**src/logic/capture_trigger_consts.vh**
```
/*
 Register offsets, field positions, reset values and timing counts
 for the camera trigger input and delay block.
 Assumes bit 0 is the most significant bit of each 32-bit word.
*/
`ifndef CAPTURE_TRIGGER_CONSTS_VH
`define CAPTURE_TRIGGER_CONSTS_VH

`define ADDR_DELAY_CAPS 32'hf0f00534
`define ADDR_DELAY_CTRL 32'hf0f00834
`define ADDR_LINE_CFG_1 32'hf1000300
`define ADDR_LINE_CFG_2 32'hf1000304
`define ADDR_FINE_DELAY 32'hf1000400

// positions in hardware (lsb=0) numbering: field bit n -> 31-n
`define POS_PRESENCE 31
`define POS_ABS 30
`define POS_ONE_PUSH 28
`define POS_READOUT 27
`define POS_ON_OFF_CAP 26
`define POS_AUTO 25
`define POS_MANUAL 24
`define POS_POLARITY 24
`define POS_ON_OFF 25
`define POS_FUNC_LSB 16
`define POS_LEVEL 0
`define POS_MIN_LSB 12
`define POS_MAX_LSB 0

`define FUNC_OFF 5'h00
`define FUNC_TRIGGER 5'h02
`define FUNC_SEQ_STEP 5'h06
`define FUNC_SEQ_RESTART 5'h07

`define RST_FUNC_1 5'h02
`define RST_FUNC_2 5'h00
`define RST_VALUE 12'h000

`define CLK_HZ 20000000
`define MICROSECOND_NS 1000
`define CLK_PERIOD_NS 50
`define CYCLES_PER_US (`MICROSECOND_NS / `CLK_PERIOD_NS)

`endif

```
**src/logic/delay_counter.v**
```verilog
/*
 Down counter that holds a trigger edge back by a number of ticks.
 Assumes tick is a one-cycle enable and start is a one-cycle pulse.
*/
`timescale 1ns/100ps
module delay_counter #(
  parameter WIDTH = 21
) (
  input wire clk,
  input wire srst,
  input wire start,
  input wire tick,
  input wire [WIDTH-1:0] count,
  output reg fire_ff
);
  reg [WIDTH-1:0] remain_ff;
  reg busy_ff;

  // a new edge while busy restarts the wait
  always @(posedge clk) begin
    if (srst) begin
      remain_ff <= {WIDTH{1'b0}};
      busy_ff <= 1'b0;
      fire_ff <= 1'b0;
    end else begin
      fire_ff <= 1'b0;
      if (start) begin
        if (count == {WIDTH{1'b0}}) begin
          fire_ff <= 1'b1;
          busy_ff <= 1'b0;
        end else begin
          remain_ff <= count;
          busy_ff <= 1'b1;
        end
      end else if (busy_ff && tick) begin
        if (remain_ff == {{(WIDTH-1){1'b0}}, 1'b1}) begin
          fire_ff <= 1'b1;
          busy_ff <= 1'b0;
        end
        remain_ff <= remain_ff - {{(WIDTH-1){1'b0}}, 1'b1};
      end
    end
  end
endmodule // delay_counter

```
**src/logic/capture_trigger_input.v**
```verilog
/*
 Two opto-isolated camera inputs: sync, polarity, routing, AND of
 triggers, edge detect and two capture delay mechanisms.
 Assumes a simple word register port from the camera controller and a
 20 MHz clock; the absolute delay value arrives in microseconds.
*/
// Function
// - isolator inverts each input; internal level is the connector complement.
// - all trigger-routed inputs are ANDed after polarity adjustment.
// - combined trigger starts capture only in external trigger mode.
// - top bit of each input word reads one, writes ignored.
// - polarity bit 0 leaves signal uninverted, 1 inverts it.
// - five-bit function field routes input; input one defaults to trigger.
// - level bit returns isolator output negated again, true connector level.
// - an open input reads zero in its level bit.
// - second input word sits one word above, same layout and behaviour.
// - capability word reports 12-bit minimum and maximum delay fields.
// - capability flags for abs, one-push, readout, on/off, auto, manual; one-push and auto read zero.
// - control word holds 12-bit delay value in time base units.
// - absolute-control bit selects the absolute value register instead.
// - on/off bit enables delay; reads return the current state.
// - control word top bit reads one while delay is available.
// - advanced word: enable bit six and 21-bit microsecond delay.
// - switching delay on also enables edge external trigger mode.
// - delay acts only in edge external trigger mode, else bypassed.
`timescale 1ns/100ps
`include "capture_trigger_consts.vh"
module capture_trigger_input #(
  parameter TIMEBASE_US = 1,
  parameter [11:0] DELAY_MIN = 12'h000,
  parameter [11:0] DELAY_MAX = 12'hfff
) (
  input wire clk,
  input wire srst,
  input wire [1:0] opto_out,
  input wire ext_trigger_mode,
  input wire edge_mode_in,
  input wire [20:0] abs_delay_us,
  input wire reg_wr,
  input wire reg_rd,
  input wire [31:0] reg_addr,
  input wire [31:0] reg_wdata,
  output reg [31:0] reg_rdata_ff,
  output reg capture_start_ff,
  output reg trigger_level_ff,
  output reg seq_advance_ff,
  output reg seq_restart_ff,
  output reg edge_mode_set_ff
);
  // ------------------------------------------------------------
  // register state
  // ------------------------------------------------------------
  reg [1:0] polarity_ff;
  reg [9:0] func_ff;
  reg std_on_ff;
  reg std_abs_ff;
  reg [11:0] std_value_ff;
  reg fine_on_ff;
  reg [20:0] fine_us_ff;

  // ------------------------------------------------------------
  // input conditioning
  // ------------------------------------------------------------
  reg [1:0] s1_ff;
  reg [1:0] s2_ff;
  reg [1:0] s3_ff;
  reg [1:0] level_ff;
  wire [1:0] active;
  wire [1:0] is_trig;
  wire [1:0] is_step;
  wire [1:0] is_rst;

  genvar i;
  generate
    for (i = 0; i < 2; i = i + 1) begin : g_line
      // a change is taken once stages two and three agree
      always @(posedge clk) begin
        if (srst) begin
          s1_ff[i] <= 1'b1;
          s2_ff[i] <= 1'b1;
          s3_ff[i] <= 1'b1;
          level_ff[i] <= 1'b0;
        end else begin
          s1_ff[i] <= opto_out[i];
          s2_ff[i] <= s1_ff[i];
          s3_ff[i] <= s2_ff[i];
          if (s2_ff[i] == s3_ff[i]) begin
            level_ff[i] <= ~s3_ff[i];
          end
        end
      end
      // polarity 0 passes the isolator signal, i.e. low active
      assign active[i] = polarity_ff[i] ? level_ff[i] : ~level_ff[i];
      assign is_trig[i] = (func_ff[i*5 +: 5] == `FUNC_TRIGGER);
      assign is_step[i] = (func_ff[i*5 +: 5] == `FUNC_SEQ_STEP);
      assign is_rst[i] = (func_ff[i*5 +: 5] == `FUNC_SEQ_RESTART);
    end
  endgenerate

  // with no trigger input assigned the combined trigger stays low
  wire any_trig = |is_trig;
  wire trig_and = any_trig & (&(active | ~is_trig));
  reg trig_d_ff;
  reg [1:0] step_d_ff;
  reg [1:0] rst_d_ff;
  wire trig_edge = trig_and & ~trig_d_ff;

  // ------------------------------------------------------------
  // delays
  // ------------------------------------------------------------
  localparam integer US_LAST = `CYCLES_PER_US - 1;
  reg [4:0] us_div_ff;
  wire us_tick = (us_div_ff == US_LAST[4:0]);
  wire delay_on = std_on_ff | fine_on_ff;
  wire edge_mode = edge_mode_in | edge_mode_set_ff;
  wire use_delay = delay_on & edge_mode;
  // fine delay wins; standard uses the absolute value when selected
  wire [31:0] std_prod = std_value_ff * TIMEBASE_US;
  wire [20:0] std_us = std_abs_ff ? abs_delay_us : std_prod[20:0];
  wire [20:0] delay_us = fine_on_ff ? fine_us_ff : std_us;
  wire delayed_fire;
  wire gated_edge = trig_edge & ext_trigger_mode;
  wire delay_start = gated_edge & use_delay;

  delay_counter #(.WIDTH(21)) u_delay (
    .clk(clk),
    .srst(srst),
    .start(delay_start),
    .tick(us_tick),
    .count(delay_us),
    .fire_ff(delayed_fire)
  );

  always @(posedge clk) begin
    if (srst) begin
      us_div_ff <= 5'h00;
      // idle combined trigger is high with the default setup; avoids a false edge
      trig_d_ff <= 1'b1;
      step_d_ff <= 2'h0;
      rst_d_ff <= 2'h0;
      capture_start_ff <= 1'b0;
      trigger_level_ff <= 1'b0;
      seq_advance_ff <= 1'b0;
      seq_restart_ff <= 1'b0;
    end else begin
      // restart the divider on a new wait so the first tick is a full microsecond
      us_div_ff <= (us_tick | delay_start) ? 5'h00 : us_div_ff + 5'h01;
      trig_d_ff <= trig_and;
      step_d_ff <= active & is_step;
      rst_d_ff <= active & is_rst;
      trigger_level_ff <= trig_and & ext_trigger_mode;
      capture_start_ff <= use_delay ? delayed_fire : gated_edge;
      seq_advance_ff <= |(active & is_step & ~step_d_ff);
      seq_restart_ff <= |(active & is_rst & ~rst_d_ff);
    end
  end

  // ------------------------------------------------------------
  // register writes
  // ------------------------------------------------------------
  always @(posedge clk) begin
    if (srst) begin
      polarity_ff <= 2'h0;
      func_ff <= {`RST_FUNC_2, `RST_FUNC_1};
      std_on_ff <= 1'b0;
      std_abs_ff <= 1'b0;
      std_value_ff <= `RST_VALUE;
      fine_on_ff <= 1'b0;
      fine_us_ff <= 21'h000000;
      edge_mode_set_ff <= 1'b0;
    end else if (reg_wr) begin
      // presence and reserved bits are simply not stored
      case (reg_addr)
        `ADDR_LINE_CFG_1: begin
          polarity_ff[0] <= reg_wdata[`POS_POLARITY];
          func_ff[4:0] <= reg_wdata[`POS_FUNC_LSB +: 5];
        end
        `ADDR_LINE_CFG_2: begin
          polarity_ff[1] <= reg_wdata[`POS_POLARITY];
          func_ff[9:5] <= reg_wdata[`POS_FUNC_LSB +: 5];
        end
        `ADDR_DELAY_CTRL: begin
          std_abs_ff <= reg_wdata[`POS_ABS];
          std_on_ff <= reg_wdata[`POS_ON_OFF];
          std_value_ff <= reg_wdata[11:0];
          if (reg_wdata[`POS_ON_OFF]) begin
            edge_mode_set_ff <= 1'b1;
          end
        end
        `ADDR_FINE_DELAY: begin
          fine_on_ff <= reg_wdata[`POS_ON_OFF];
          fine_us_ff <= reg_wdata[20:0];
          if (reg_wdata[`POS_ON_OFF]) begin
            edge_mode_set_ff <= 1'b1;
          end
        end
        default: begin
        end
      endcase
    end
  end

  // ------------------------------------------------------------
  // register reads
  // ------------------------------------------------------------
  reg [31:0] nxt_rdata;
  always @* begin
    nxt_rdata = 32'h00000000;
    case (reg_addr)
      `ADDR_LINE_CFG_1: begin
        nxt_rdata[`POS_PRESENCE] = 1'b1;
        nxt_rdata[`POS_POLARITY] = polarity_ff[0];
        nxt_rdata[`POS_FUNC_LSB +: 5] = func_ff[4:0];
        nxt_rdata[`POS_LEVEL] = level_ff[0];
      end
      `ADDR_LINE_CFG_2: begin
        nxt_rdata[`POS_PRESENCE] = 1'b1;
        nxt_rdata[`POS_POLARITY] = polarity_ff[1];
        nxt_rdata[`POS_FUNC_LSB +: 5] = func_ff[9:5];
        nxt_rdata[`POS_LEVEL] = level_ff[1];
      end
      `ADDR_DELAY_CAPS: begin
        nxt_rdata[`POS_PRESENCE] = 1'b1;
        nxt_rdata[`POS_ABS] = 1'b1;
        nxt_rdata[`POS_READOUT] = 1'b1;
        nxt_rdata[`POS_ON_OFF_CAP] = 1'b1;
        nxt_rdata[`POS_MANUAL] = 1'b1;
        nxt_rdata[`POS_MIN_LSB +: 12] = DELAY_MIN;
        nxt_rdata[`POS_MAX_LSB +: 12] = DELAY_MAX;
      end
      `ADDR_DELAY_CTRL: begin
        nxt_rdata[`POS_PRESENCE] = 1'b1;
        nxt_rdata[`POS_ABS] = std_abs_ff;
        nxt_rdata[`POS_ON_OFF] = std_on_ff;
        nxt_rdata[11:0] = std_value_ff;
      end
      `ADDR_FINE_DELAY: begin
        nxt_rdata[`POS_PRESENCE] = 1'b1;
        nxt_rdata[`POS_ON_OFF] = fine_on_ff;
        nxt_rdata[20:0] = fine_us_ff;
      end
      default: begin
        nxt_rdata = 32'h00000000;
      end
    endcase
  end

  always @(posedge clk) begin
    if (srst) begin
      reg_rdata_ff <= 32'h00000000;
    end else if (reg_rd) begin
      reg_rdata_ff <= nxt_rdata;
    end
  end
endmodule // capture_trigger_input

```
**config.mk**
```make
export PLATFORM = sky130hd
export DESIGN_NAME = capture_trigger_input
export DESIGN_NICKNAME = d
export VERILOG_FILES = /design/src/logic/delay_counter.v /design/src/logic/capture_trigger_input.v
export VERILOG_INCLUDE_DIRS = /design/src /design/src/logic
export SDC_FILE = /design/constraint.sdc
export NUM_CORES = 1
export LEC_CHECK = 0
export BUFFER_PORTS_ARGS = -buffer_cell sky130_fd_sc_hd__buf_2
export CAP_MARGIN = 20
export CELL_PAD_IN_SITES_DETAIL_PLACEMENT = 1
export CELL_PAD_IN_SITES_GLOBAL_PLACEMENT = 1
export CORE_ASPECT_RATIO = 0.9
export CORE_MARGIN = 2
export CORE_UTILIZATION = 36
export DETAILED_ROUTE_END_ITERATION = 12
export HOLD_SLACK_MARGIN = 0.06
export PLACE_DENSITY_LB_ADDON = 0.3
export SYNTH_ARGS = -nofsm -noshare
export SYNTH_HDL_FRONTEND = slang
export SYNTH_SLANG_ARGS = --single-unit
```
**constraint.sdc**
```tcl
create_clock -name clk -period 2.15 [get_ports clk]
set_input_delay 0.3225 -clock clk [delete_from_list [all_inputs] [get_ports clk]]
set_output_delay 0.3225 -clock clk [all_outputs]
set_load 0.01 [all_outputs]
```
; ---- Yosys cells after proc, flatten, opt, wreduce, memory -nomap -nowiden
; Cells that the tools add are included.
[totals]
register_bits = 121
in_bits = 93
output_inout_bits = 37
wordCells = 113
[classes]
n_addsub = 2
n_eq_ne = 16
mux = 25
bitwise_logic = 22
reduce_logical = 18
[op_table]
columns = operator, n
row1 = "equality test 32 bit, second input constant", 5
row2 = two-way mux 21 bit, 5
row3 = case mux 11 bit (3 select lines), 1
row4 = "equality test 21 x 1 -> 1 bit, second input constant", 1
row5 = zero test 21 bit, 1
row6 = "subtractor 21 x 1 -> 21 bit, second input constant", 1
row7 = "equality test 5 x 3 -> 1 bit, second input constant", 4
row8 = case mux 5 bit (3 select lines), 1
row9 = AND reduction 2 bit, 7
row10 = two-way mux 1 bit, 12
row11 = "equality test 5 x 2 -> 1 bit, second input constant", 2
row12 = OR reduction 2 bit, 5
row13 = bitwise AND 2 bit, 4
row14 = bitwise AND 1 bit, 6
row15 = NOT 2 bit, 3
row16 = "adder 5 x 1 -> 5 bit, second input constant", 1
row17 = "equality test 5 bit, second input constant", 1
row18 = NOT 1 bit, 5
row19 = case mux 1 bit (5 select lines), 1
row20 = OR reduction 5 bit, 1
row21 = two-way mux 4 bit, 1
row22 = case mux 1 bit (2 select lines), 2
row23 = nonzero test 2 bit, 2
row24 = OR 1 bit, 3
row25 = other kinds (7), 8

; ---- Longest topological paths before layout
; Gate-level depths: netlist (run 1).
[depth]
depth_word = 10
mapped_depth = 10
depth_no_buf = 8

; ---- Cells and area by module
; From an unflattened synthesis (run 1), not the netlist that was laid out.
[hier_totals]
cells_unflattened = 739
hier_area_um2 = 6262.3
[modules_own_cells]
columns = module, n_inst, cells_per_inst, area_per_inst_um2, seq_area_each_um2
row1 = capture_trigger_input, 1, 534, 4773.3, 1941.9
row2 = delay_counter, 1, 205, 1488.9, 460.4

; ---- Worst setup path after synthesis (run 1)
; No wires, ideal clock.
[synth_timing]
path_type = input to register
from = input port reg_addr[13]
to = register reg_rdata_ff[10]
setup_time_ns = 0.086
arrival_time_ns = 2.116
required_time_ns = 2.064
path_slack_ns = -0.051
cell_stages = 7
n_path_buf = 1
path_cell_list = or4_4 > or3b_4 > or3b_4 > nor2_2 > nor2b_2 > buf_6 > a211oi_1
[synth_between]
elab_chain_cells = 2
word_cells_on_any_way = 4
cone_classes = eq/ne (3) / mux (1)
[synth_rtl]
columns = item, line_no
row1 = "start, declared", capture_trigger_input.v:41  ; input wire [31:0] reg_addr,
row2 = equality test 32 bit, capture_trigger_input.v:209  ; case (reg_addr)
row3 = case mux 11 bit (3 select lines) *, capture_trigger_input.v:209
row4 = "end signal, assigned", capture_trigger_input.v:252  ; reg_rdata_ff <= nxt_rdata;
row5 = "end, declared", capture_trigger_input.v:43  ; output reg [31:0] reg_rdata_ff,
; Mark *: on every way between the ends. The rest lies on a longest branch, timed or not.
; A chain may end at the register's enable or synchronous reset.

; ---- Final worst setup path (run 1)
[layout_timing]
from = register std_abs_ff
to = register u_delay.remain_ff[6]
[layout_between]
elab_chain_cells = 5
word_cells_on_any_way = 7
cone_classes = eq/ne (1) / mux (4) / reduce/logical (2)
[layout_rtl]
columns = item, line_no
row1 = "start, declared", capture_trigger_input.v:56  ; reg std_abs_ff;
row2 = "start signal, assigned", capture_trigger_input.v:183  ; std_abs_ff <= reg_wdata[`POS_ABS];
row3 = two-way mux 21 bit *, capture_trigger_input.v:119  ; wire [20:0] std_us = std_abs_ff ? abs_delay_us : std_prod[20:0];
row4 = two-way mux 21 bit *, capture_trigger_input.v:120  ; wire [20:0] delay_us = fine_on_ff ? fine_us_ff : std_us;
row5 = zero test 21 bit, delay_counter.v:28  ; if (count == {WIDTH{1'b0}}) begin
row6 = inequality test 2 bit (no source line), --
row7 = AND reduction 2 bit (no source line), --
row8 = "end signal, assigned", delay_counter.v:22  ; remain_ff <= {WIDTH{1'b0}};
row9 = "end signal, assigned", delay_counter.v:32  ; remain_ff <= count;
row10 = "end signal, assigned", delay_counter.v:40  ; remain_ff <= remain_ff - {{(WIDTH-1){1'b0}}, 1'b1};
row11 = "end, declared", delay_counter.v:16  ; reg [WIDTH-1:0] remain_ff;
; Mark *: on every way between the ends. The rest lies on a longest branch, timed or not. The select of a mux whose other input is x is not followed.

==> flow_summary_export.csv, run 1 <==
group,metric,value,unit
run_status,status,"finished, violations left",
run_status,violations,"negative setup slack",
sta,period_needed,2.20,ns
clocking,cts_tree,"yes",
global_route,antenna_found_initial,0,
clocking,cts_buffers,17,
synth,synthArstFlopShare,0,%
routing,initialDrtViolationCount,317,
routing,via_per_inst,5.54,
global_route,grt_max_degree,95,
clocking,clk_pin_slew_worst_paths,0.06,ns
sta,finalHoldViolCount,0,
routing,routedWlPerCell,19.6,microns
synth,ys_types,66,
power_and_ir_drop,power_leakage,0.00344,uW
setup_path,cp.arrival,2.54,ns
min_path,hold_end,"s1_ff[1]",
layout,layout_common_cells,"115 x dfxtp_1, 115 x buf_2, 102 x nand2_1",
setup_path,cp_max_fo,6,
floorplan,ios,130,
routing,first_pass_iters,4,
placed_design,gp_congestion,0.858,
sta,rsz0062_at_grt,"true",
power_and_ir_drop,p_per_area,662,nW/um^2
setup_path,cp-end-kind,"flip-flop",
setup_path,rr_endpoint,"u_delay.remain_ff[6]",
sta,skew,0.00867,ns
clocking,clock_latency,0.41,ns
routing,num_vias,6102,
job,maxCapViolations,0,
power_and_ir_drop,worst_ir_drop_vdd,0.501,mV
layout,final_cell_count_no_fill,1101,
placed_design,io_buffers,116,
global_route,grt_pass1_wl,33300,microns
synth,ys_seq_area_share,42.5,%
synth,synth_top_area_cell,"dfxtp_1",
clocking,htree_levels,4,
global_route,grt_usage,25.7,%
synth,synth_area,5660,sq um
placed_design,place_area,7110,sq um
setup_path,r2r_cells,10,
layout,area_growth,45.7,%
synth,ys.flop_type,"dfxtp_1",
power_and_ir_drop,pwr-share-comb,5.2,%
synth,yosys_warnings,0,
placed_design,dpl_worst_slack,-0.354,ns
sta,timing.fmax,0.454,GHz
routing,wl,21600,microns
clocking,cts_root_buf,"clkbuf_16",
global_route,grt_pass1_vias,6329,
min_path,hp-start,"opto_out[1]",
setup_path,r2r_start,"std_abs_ff",
synth,synth_cells,684,
clocking,cts_buffer_depth,2,
layout,diodes,0,
setup_path,cp-start-kind,"flip-flop",
synth,yosys-top-cells-area,"dfxtp_1 42%, nand2_1 7.1%, mux2i_1 5.0%",
synth,synth_edf_count,0,
placed_design,placed_cells,1054,
power_and_ir_drop,switchingPower,1180,uW
power_and_ir_drop,seqPwrFrac,41.5,%
routing,drc_errors,0,
setup_path,critical_path_class,"reg -> reg",
sta,drv_slew,0,
floorplan,rows,43,
synth,ys_ff_latch,120,
floorplan,start_util,36.8,%
synth,synth_top_cell_area_share,42.5,%
setup_path,reg2reg_setup_slack,-0.05,ns
floorplan,design.die.area,16700,sq um
power_and_ir_drop,internal_power,4270,uW
sta,final.period_utilization,102,%
setup_path,critPathRequiredTime,2.48,ns
min_path,hp-class,"in -> reg",
sta,fin_tns_setup,-0.185,ns
layout,post-route-util,53.5,%
sta,finalSetupViolCount,9,
sta,worstMarginPinSlew,0.930,ns
layout,nets,983,
min_path,holdPathStages,2,
clocking,numClockSinks,120,
floorplan,die_h,123,microns
sta,finalWorstSetupSlack,-0.0533,ns
synth,syn_area_per_cell,8.27,sq um
floorplan,die_w,136,microns
layout,layout-drive-gt1-share,39.4,%
power_and_ir_drop,p_clk_share,53.3,%
layout,final_cell_area,8240,sq um
floorplan,coreArea,15400,sq um
power_and_ir_drop,swShare,21.7,%
global_route,grt.overflow.total,0,
routing,drtAntennaViolNets,0,
sta,worst_slew_margin_rel,37.7,%
placed_design,hpwl,14900,microns
## flip-flops by register name, summed over array words and instances, names as in the netlist, 2 cells and up
register           flops
level_ff               2
u_delay.remain_ff     21
reg_rdata_ff          26
us_div_ff              5
s1_ff                  2
step_d_ff              2
s2_ff                  2
rst_d_ff               2
polarity_ff            2
func_ff               10
fine_us_ff            21
std_value_ff          12
s3_ff                  2
## per-stage QoR
stage / hold WS [ns] / power, uW
global placement: 0.395 / 2570
detailed placement: 0.396 / 2580
finish: 0.0879 / 5450
floorplan: 0.388 / 2430
global route: 0.0803 / 5620
CTS: 0.0715 / 5480
## power by group through the flow
stage                     Combinational [uW]  Sequential, uW  Clock (uW)
after floorplan                          111            2320           0
after global placement                   260            2310           0
after detailed placement                 269            2310           0
after CTS                                273            2260        2950
after global routing                     305            2270        3050
final                                    284            2260        2900
## how the worst max path moves through the flow
stage	start	to	slack (ns)	cells past startpoint
finish	std_abs_ff	u_delay.remain_ff[6]	-0.05	10
floorplan	reg_addr[13]	reg_rdata_ff[16]	-0.04	7
detailed placement	reg_addr[13]	reg_rdata_ff[16]	-0.35	8
global route	fine_on_ff	u_delay.remain_ff[4]	-0.12	10
CTS	std_abs_ff	u_delay.remain_ff[4]	0.001	11
global placement	reg_addr[13]	reg_rdata_ff[18]	-0.26	8
## cells in the mapped netlist (2+ instances only)
library cell,number
and3_1,6
and2_1,4
buf_4,9
o22a_1,2
or4_1,4
o211ai_1,2
a211oi_1,23
or2_2,7
clkbuf_1,32
nand2b_1,7
nor4_1,8
a21oi_1,51
o22ai_1,2
xnor2_1,4
nand4b_1,3
nand3_1,27
buf_2,7
nor3b_1,2
inv_1,8
or3_1,4
o32a_1,2
ha_1,3
a22oi_1,29
a31oi_1,2
o221ai_1,5
xor2_1,3
a2bb2oi_1,2
dfxtp_1,120
o31ai_1,6
or3b_4,2
o21ai_0,36
nor2b_1,2
nor3_1,16
mux2i_1,28
nor2_1,62
nand4_1,7
a311oi_1,2
and4_1,3
a22o_1,8
nand2_1,107
o41ai_1,2
## cells by family (layout without fill, tap and decap cells)
logic type                 Yosys count  in the layout  share of synthesized area, %
AOI/OAI and AO/OA                  180            180                          20.6
and+or+nand+nor                    286            286                          25.2
xor gates and xnor gates             7              7                          1.08
other                                1              5                        0.0663
muxes                               29             29                          5.15
buffers and inverters               58            269                          4.76
adders and majority gates            3              3                         0.664
DFF                                120            120                          42.5
## layout make-up
class | instances | area (sq um)
clock buffers | 22 | 474
clock inverters | 9 | 123
fillers | 1862 | 7150
inverters | 8 | 30.0
multi-input cells | 510 | 3400
flip-flops and latches | 120 | 2410
well taps | 202 | 253
repair buffers | 230 | 1540
## critical path: stages, from the launching register on
cell and delay (ns):
dfxtp_2 0.36, buf_12 0.13, mux2i_2 0.22, o21ai_2 0.11, nor4_2 0.31, buf_4 0.16, nand4_1 0.14, buf_6 0.18
nor3_4 0.21, o21ai_2 0.10, a31oi_2 0.19
## per-layer routing
metal / track usage [%] / share of wire, %
met4: 10.2 / 2.1
met5: 0 / 0
met2: 44.3 / 51
met1: 31.9 / 43
met3: 4.59 / 4.1
## what timing repair did
action / CTS / global route
endpoints found under the setup margin: 26 / 39
hold buffers: 0 / 0
gates resized for setup: 52 / 59
pin swaps: 20 / 23
setup buffers: 7 / 9
cloned: 0 / 1
Note: power is estimated with default switching activity, not from simulation.
==> run 2, diff against run 1 <==
--- a/config.mk
+++ b/config.mk
@@ -6,16 +6,16 @@
 export SDC_FILE = /design/constraint.sdc
 export NUM_CORES = 1
 export LEC_CHECK = 0
-export BUFFER_PORTS_ARGS = -buffer_cell sky130_fd_sc_hd__buf_2
 export CAP_MARGIN = 20
 export CELL_PAD_IN_SITES_DETAIL_PLACEMENT = 1
 export CELL_PAD_IN_SITES_GLOBAL_PLACEMENT = 1
 export CORE_ASPECT_RATIO = 0.9
 export CORE_MARGIN = 2
-export CORE_UTILIZATION = 36
+export CORE_UTILIZATION = 42
 export DETAILED_ROUTE_END_ITERATION = 12
+export DONT_BUFFER_PORTS = 1
 export HOLD_SLACK_MARGIN = 0.06
-export PLACE_DENSITY_LB_ADDON = 0.3
+export PLACE_DENSITY = 0.75
 export SYNTH_ARGS = -nofsm -noshare
 export SYNTH_HDL_FRONTEND = slang
 export SYNTH_SLANG_ARGS = --single-unit
==> run 2 against run 1 <==
  * The flow still finishes with violations (negative setup slack)
  * Sequential power about the same
  * Clock power down 6%
  * Critical endpoint is now u_delay.remain_ff[4]
  * Hold slack worse by 0.019 ns
  * Sequential share of layout area up 1.8 points
  * Non-clock buffer count down 87
  * Total power down 4.8%
  * Clock skew up 0.00096 ns
  * Register-to-register slack worse by 0.03 ns
  * Largest cell class unchanged
  * Maximum frequency down 1.3%
  * Combinational power down 37%
  * Core utilization up 4.9 points
==> flow_summary_export.csv, run 2 (synthesis results as in run 1) <==
group,metric,value,unit
min_path,hp-class,"in -> reg",
power_and_ir_drop,pwr-share-comb,3.4,%
floorplan,coreArea,13300,sq um
clocking,clock_latency,0.42,ns
placed_design,place_area,6420,sq um
layout,layout.cells.most_common,"dfxtp_1",
floorplan,die_w,126,microns
setup_path,crit_family,"buffers and inverters",
routing,drc_errors,0,
sta,worstMarginPinSlew,0.927,ns
clocking,cts_root_buf,"clkbuf_16",
global_route,grt.overflow.total,0,
routing,routedWlPerCell,23.2,microns
setup_path,critical_path_class,"reg -> reg",
global_route,grt_pass1_vias,6310,
sta,finalHoldViolCount,0,
power_and_ir_drop,swShare,21.0,%
clocking,clk_pin_slew_worst_paths,0.05,ns
sta,final.period_utilization,104,%
clocking,htree_levels,4,
layout,layout_common_cells,"116 x dfxtp_1, 110 x buf_4, 103 x nand2_1",
routing,via_per_inst,6.12,
setup_path,cp_max_fo,6,
setup_path,critPathBufInv,4,
sta,drv_slew,0,
setup_path,cp-start-kind,"flip-flop",
sta,rsz0062_at_grt,"true",
power_and_ir_drop,seqPwrFrac,43.9,%
routing,first_pass_iters,5,
clocking,cts_tree,"yes",
power_and_ir_drop,power_leakage,0.00300,uW
setup_path,crit_chain,"buf_4, mux2i_1, o21ai_1, nor4_2, buf_4, nand4_1, buf_6, nor2_4, buf_6, nand2_4, a311oi_2",
routing,wl,22700,microns
routing,num_vias,5984,
sta,timing.fmax,0.448,GHz
clocking,cts_buffer_depth,2,
setup_path,cp-end-kind,"flip-flop",
layout,largestRegisters,"reg_rdata_ff: 26 flops, fine_us_ff: 21 flops, u_delay.remain_ff: 21 flops",
layout,area_growth,37.0,%
setup_path,cp_slowest_cell,"dfxtp_2",
sta,finalSetupViolCount,11,
sta,skew,0.00963,ns
global_route,grt_usage,30.0,%
power_and_ir_drop,worst_ir_drop_vdd,0.553,mV
floorplan,die_h,114,microns
power_and_ir_drop,p_per_area,670,nW/um^2
floorplan,start_util,42.6,%
placed_design,gp_congestion,0.875,
sta,period_needed,2.23,ns
floorplan,design.die.area,14400,sq um
power_and_ir_drop,p_clk_share,52.7,%
setup_path,slowest_delay,0.35,ns
setup_path,cp.arrival,2.56,ns
sta,finalWorstSetupSlack,-0.0829,ns
layout,largest_register_ff_count,26,
global_route,grt_pass1_wl,33700,microns
setup_path,critPathRequiredTime,2.48,ns
placed_design,hpwl,14100,microns
global_route,grt_max_degree,88,
run_status,status,"finished, violations left",
global_route,antenna_found_initial,0,
power_and_ir_drop,p_total,5190,uW
routing,initialDrtViolationCount,320,
layout,final_cell_area,7750,sq um
run_status,violations,"negative setup slack",
placed_design,io_buffers,0,
layout,nets,896,
layout,top_register,"reg_rdata_ff",
layout,layout-drive-gt1-share,28.2,%
job,maxCapViolations,0,
power_and_ir_drop,internal_power,4100,uW
clocking,cts_buffers,17,
clocking,numClockSinks,120,
sta,worst_slew_margin_rel,37.9,%
floorplan,ios,130,
routing,drtAntennaViolNets,0,
floorplan,rows,40,
power_and_ir_drop,switchingPower,1090,uW
==> run 2: worst paths after layout <==
path	from	to	slack, ns	cells past startpoint
setup / recovery	std_abs_ff	u_delay.remain_ff[4]	-0.08	11
hold / removal	reg_wdata[24]	polarity_ff[0]	0.07	2
setup reg to reg	std_abs_ff	u_delay.remain_ff[4]	-0.08	11
hold reg to reg	rst_d_ff[1]	seq_restart_ff	0.41	1
==> run 2: worst reg2reg max path, delay by kind of cell (launching register included) <==
kind | cells | cell delay (ns)
compound gates | 2 | 0.38
buf+inv | 4 | 0.62
simple gates | 4 | 0.58
flops | 1 | 0.35
mux | 1 | 0.20
==> run 2: stage by stage <==
step	utilization [%]	hold WS, ns	worst slack (ns)	setup TNS [ns]	instances
after floorplan	-	0.388	-0.0417	-0.569	688
after global placement	48.4	0.393	-0.381	-6.31	902
after detailed placement	48.4	0.398	-0.446	-12.44	902
after CTS	56.0	0.0604	-0.0452	-0.0719	965
after global routing	58.4	0.0642	-0.178	-2.23	977
final	58.4	0.0688	-0.0829	-0.407	978
==> run 2: routing by layer <==
metal / track usage, % / up-vias / wire [microns]
li1: - / 2692 / -
met1: 36.0 / 3015 / 9280
met2: 51.9 / 230 / 11400
met3: 7.57 / 47 / 1370
met4: 11.6 / 0 / 568
met5: 0 / - / 0
==> run 2: layout make-up <==
cell class | instances | area (sq um)
Antenna cell | 1 | 2.50
Clock buffer | 24 | 482
Clock inverter | 4 | 70.1
Fill cell | 1535 | 5510
Inverter | 8 | 30.0
Multi-Input combinational cell | 510 | 3340
Sequential cell | 120 | 2410
Tap cell | 168 | 210
Timing Repair Buffer | 143 | 1200
==> run 2: power by group through the flow <==
stage          Clock (uW)  Sequential (uW)  Combinational [uW]
6_report             2730             2280                 179
5_1_grt              2850             2280                 191
4_1_cts              2740             2280                 165
3_5_place_dp            0             2320                84.9
3_3_place_gp            0             2320                79.8
2_1_floorplan           0             2320                 111
==> run 2: what timing repair did <==
action                                  4_1_cts  5_1_grt
hold endpoints to repair                     89        0
pin swaps                                     6       28
cloned                                        0        2
setup buffers                                 9       11
gates resized for setup                      30       59
hold buffers                                 26        0
endpoints found under the setup margin       27       29
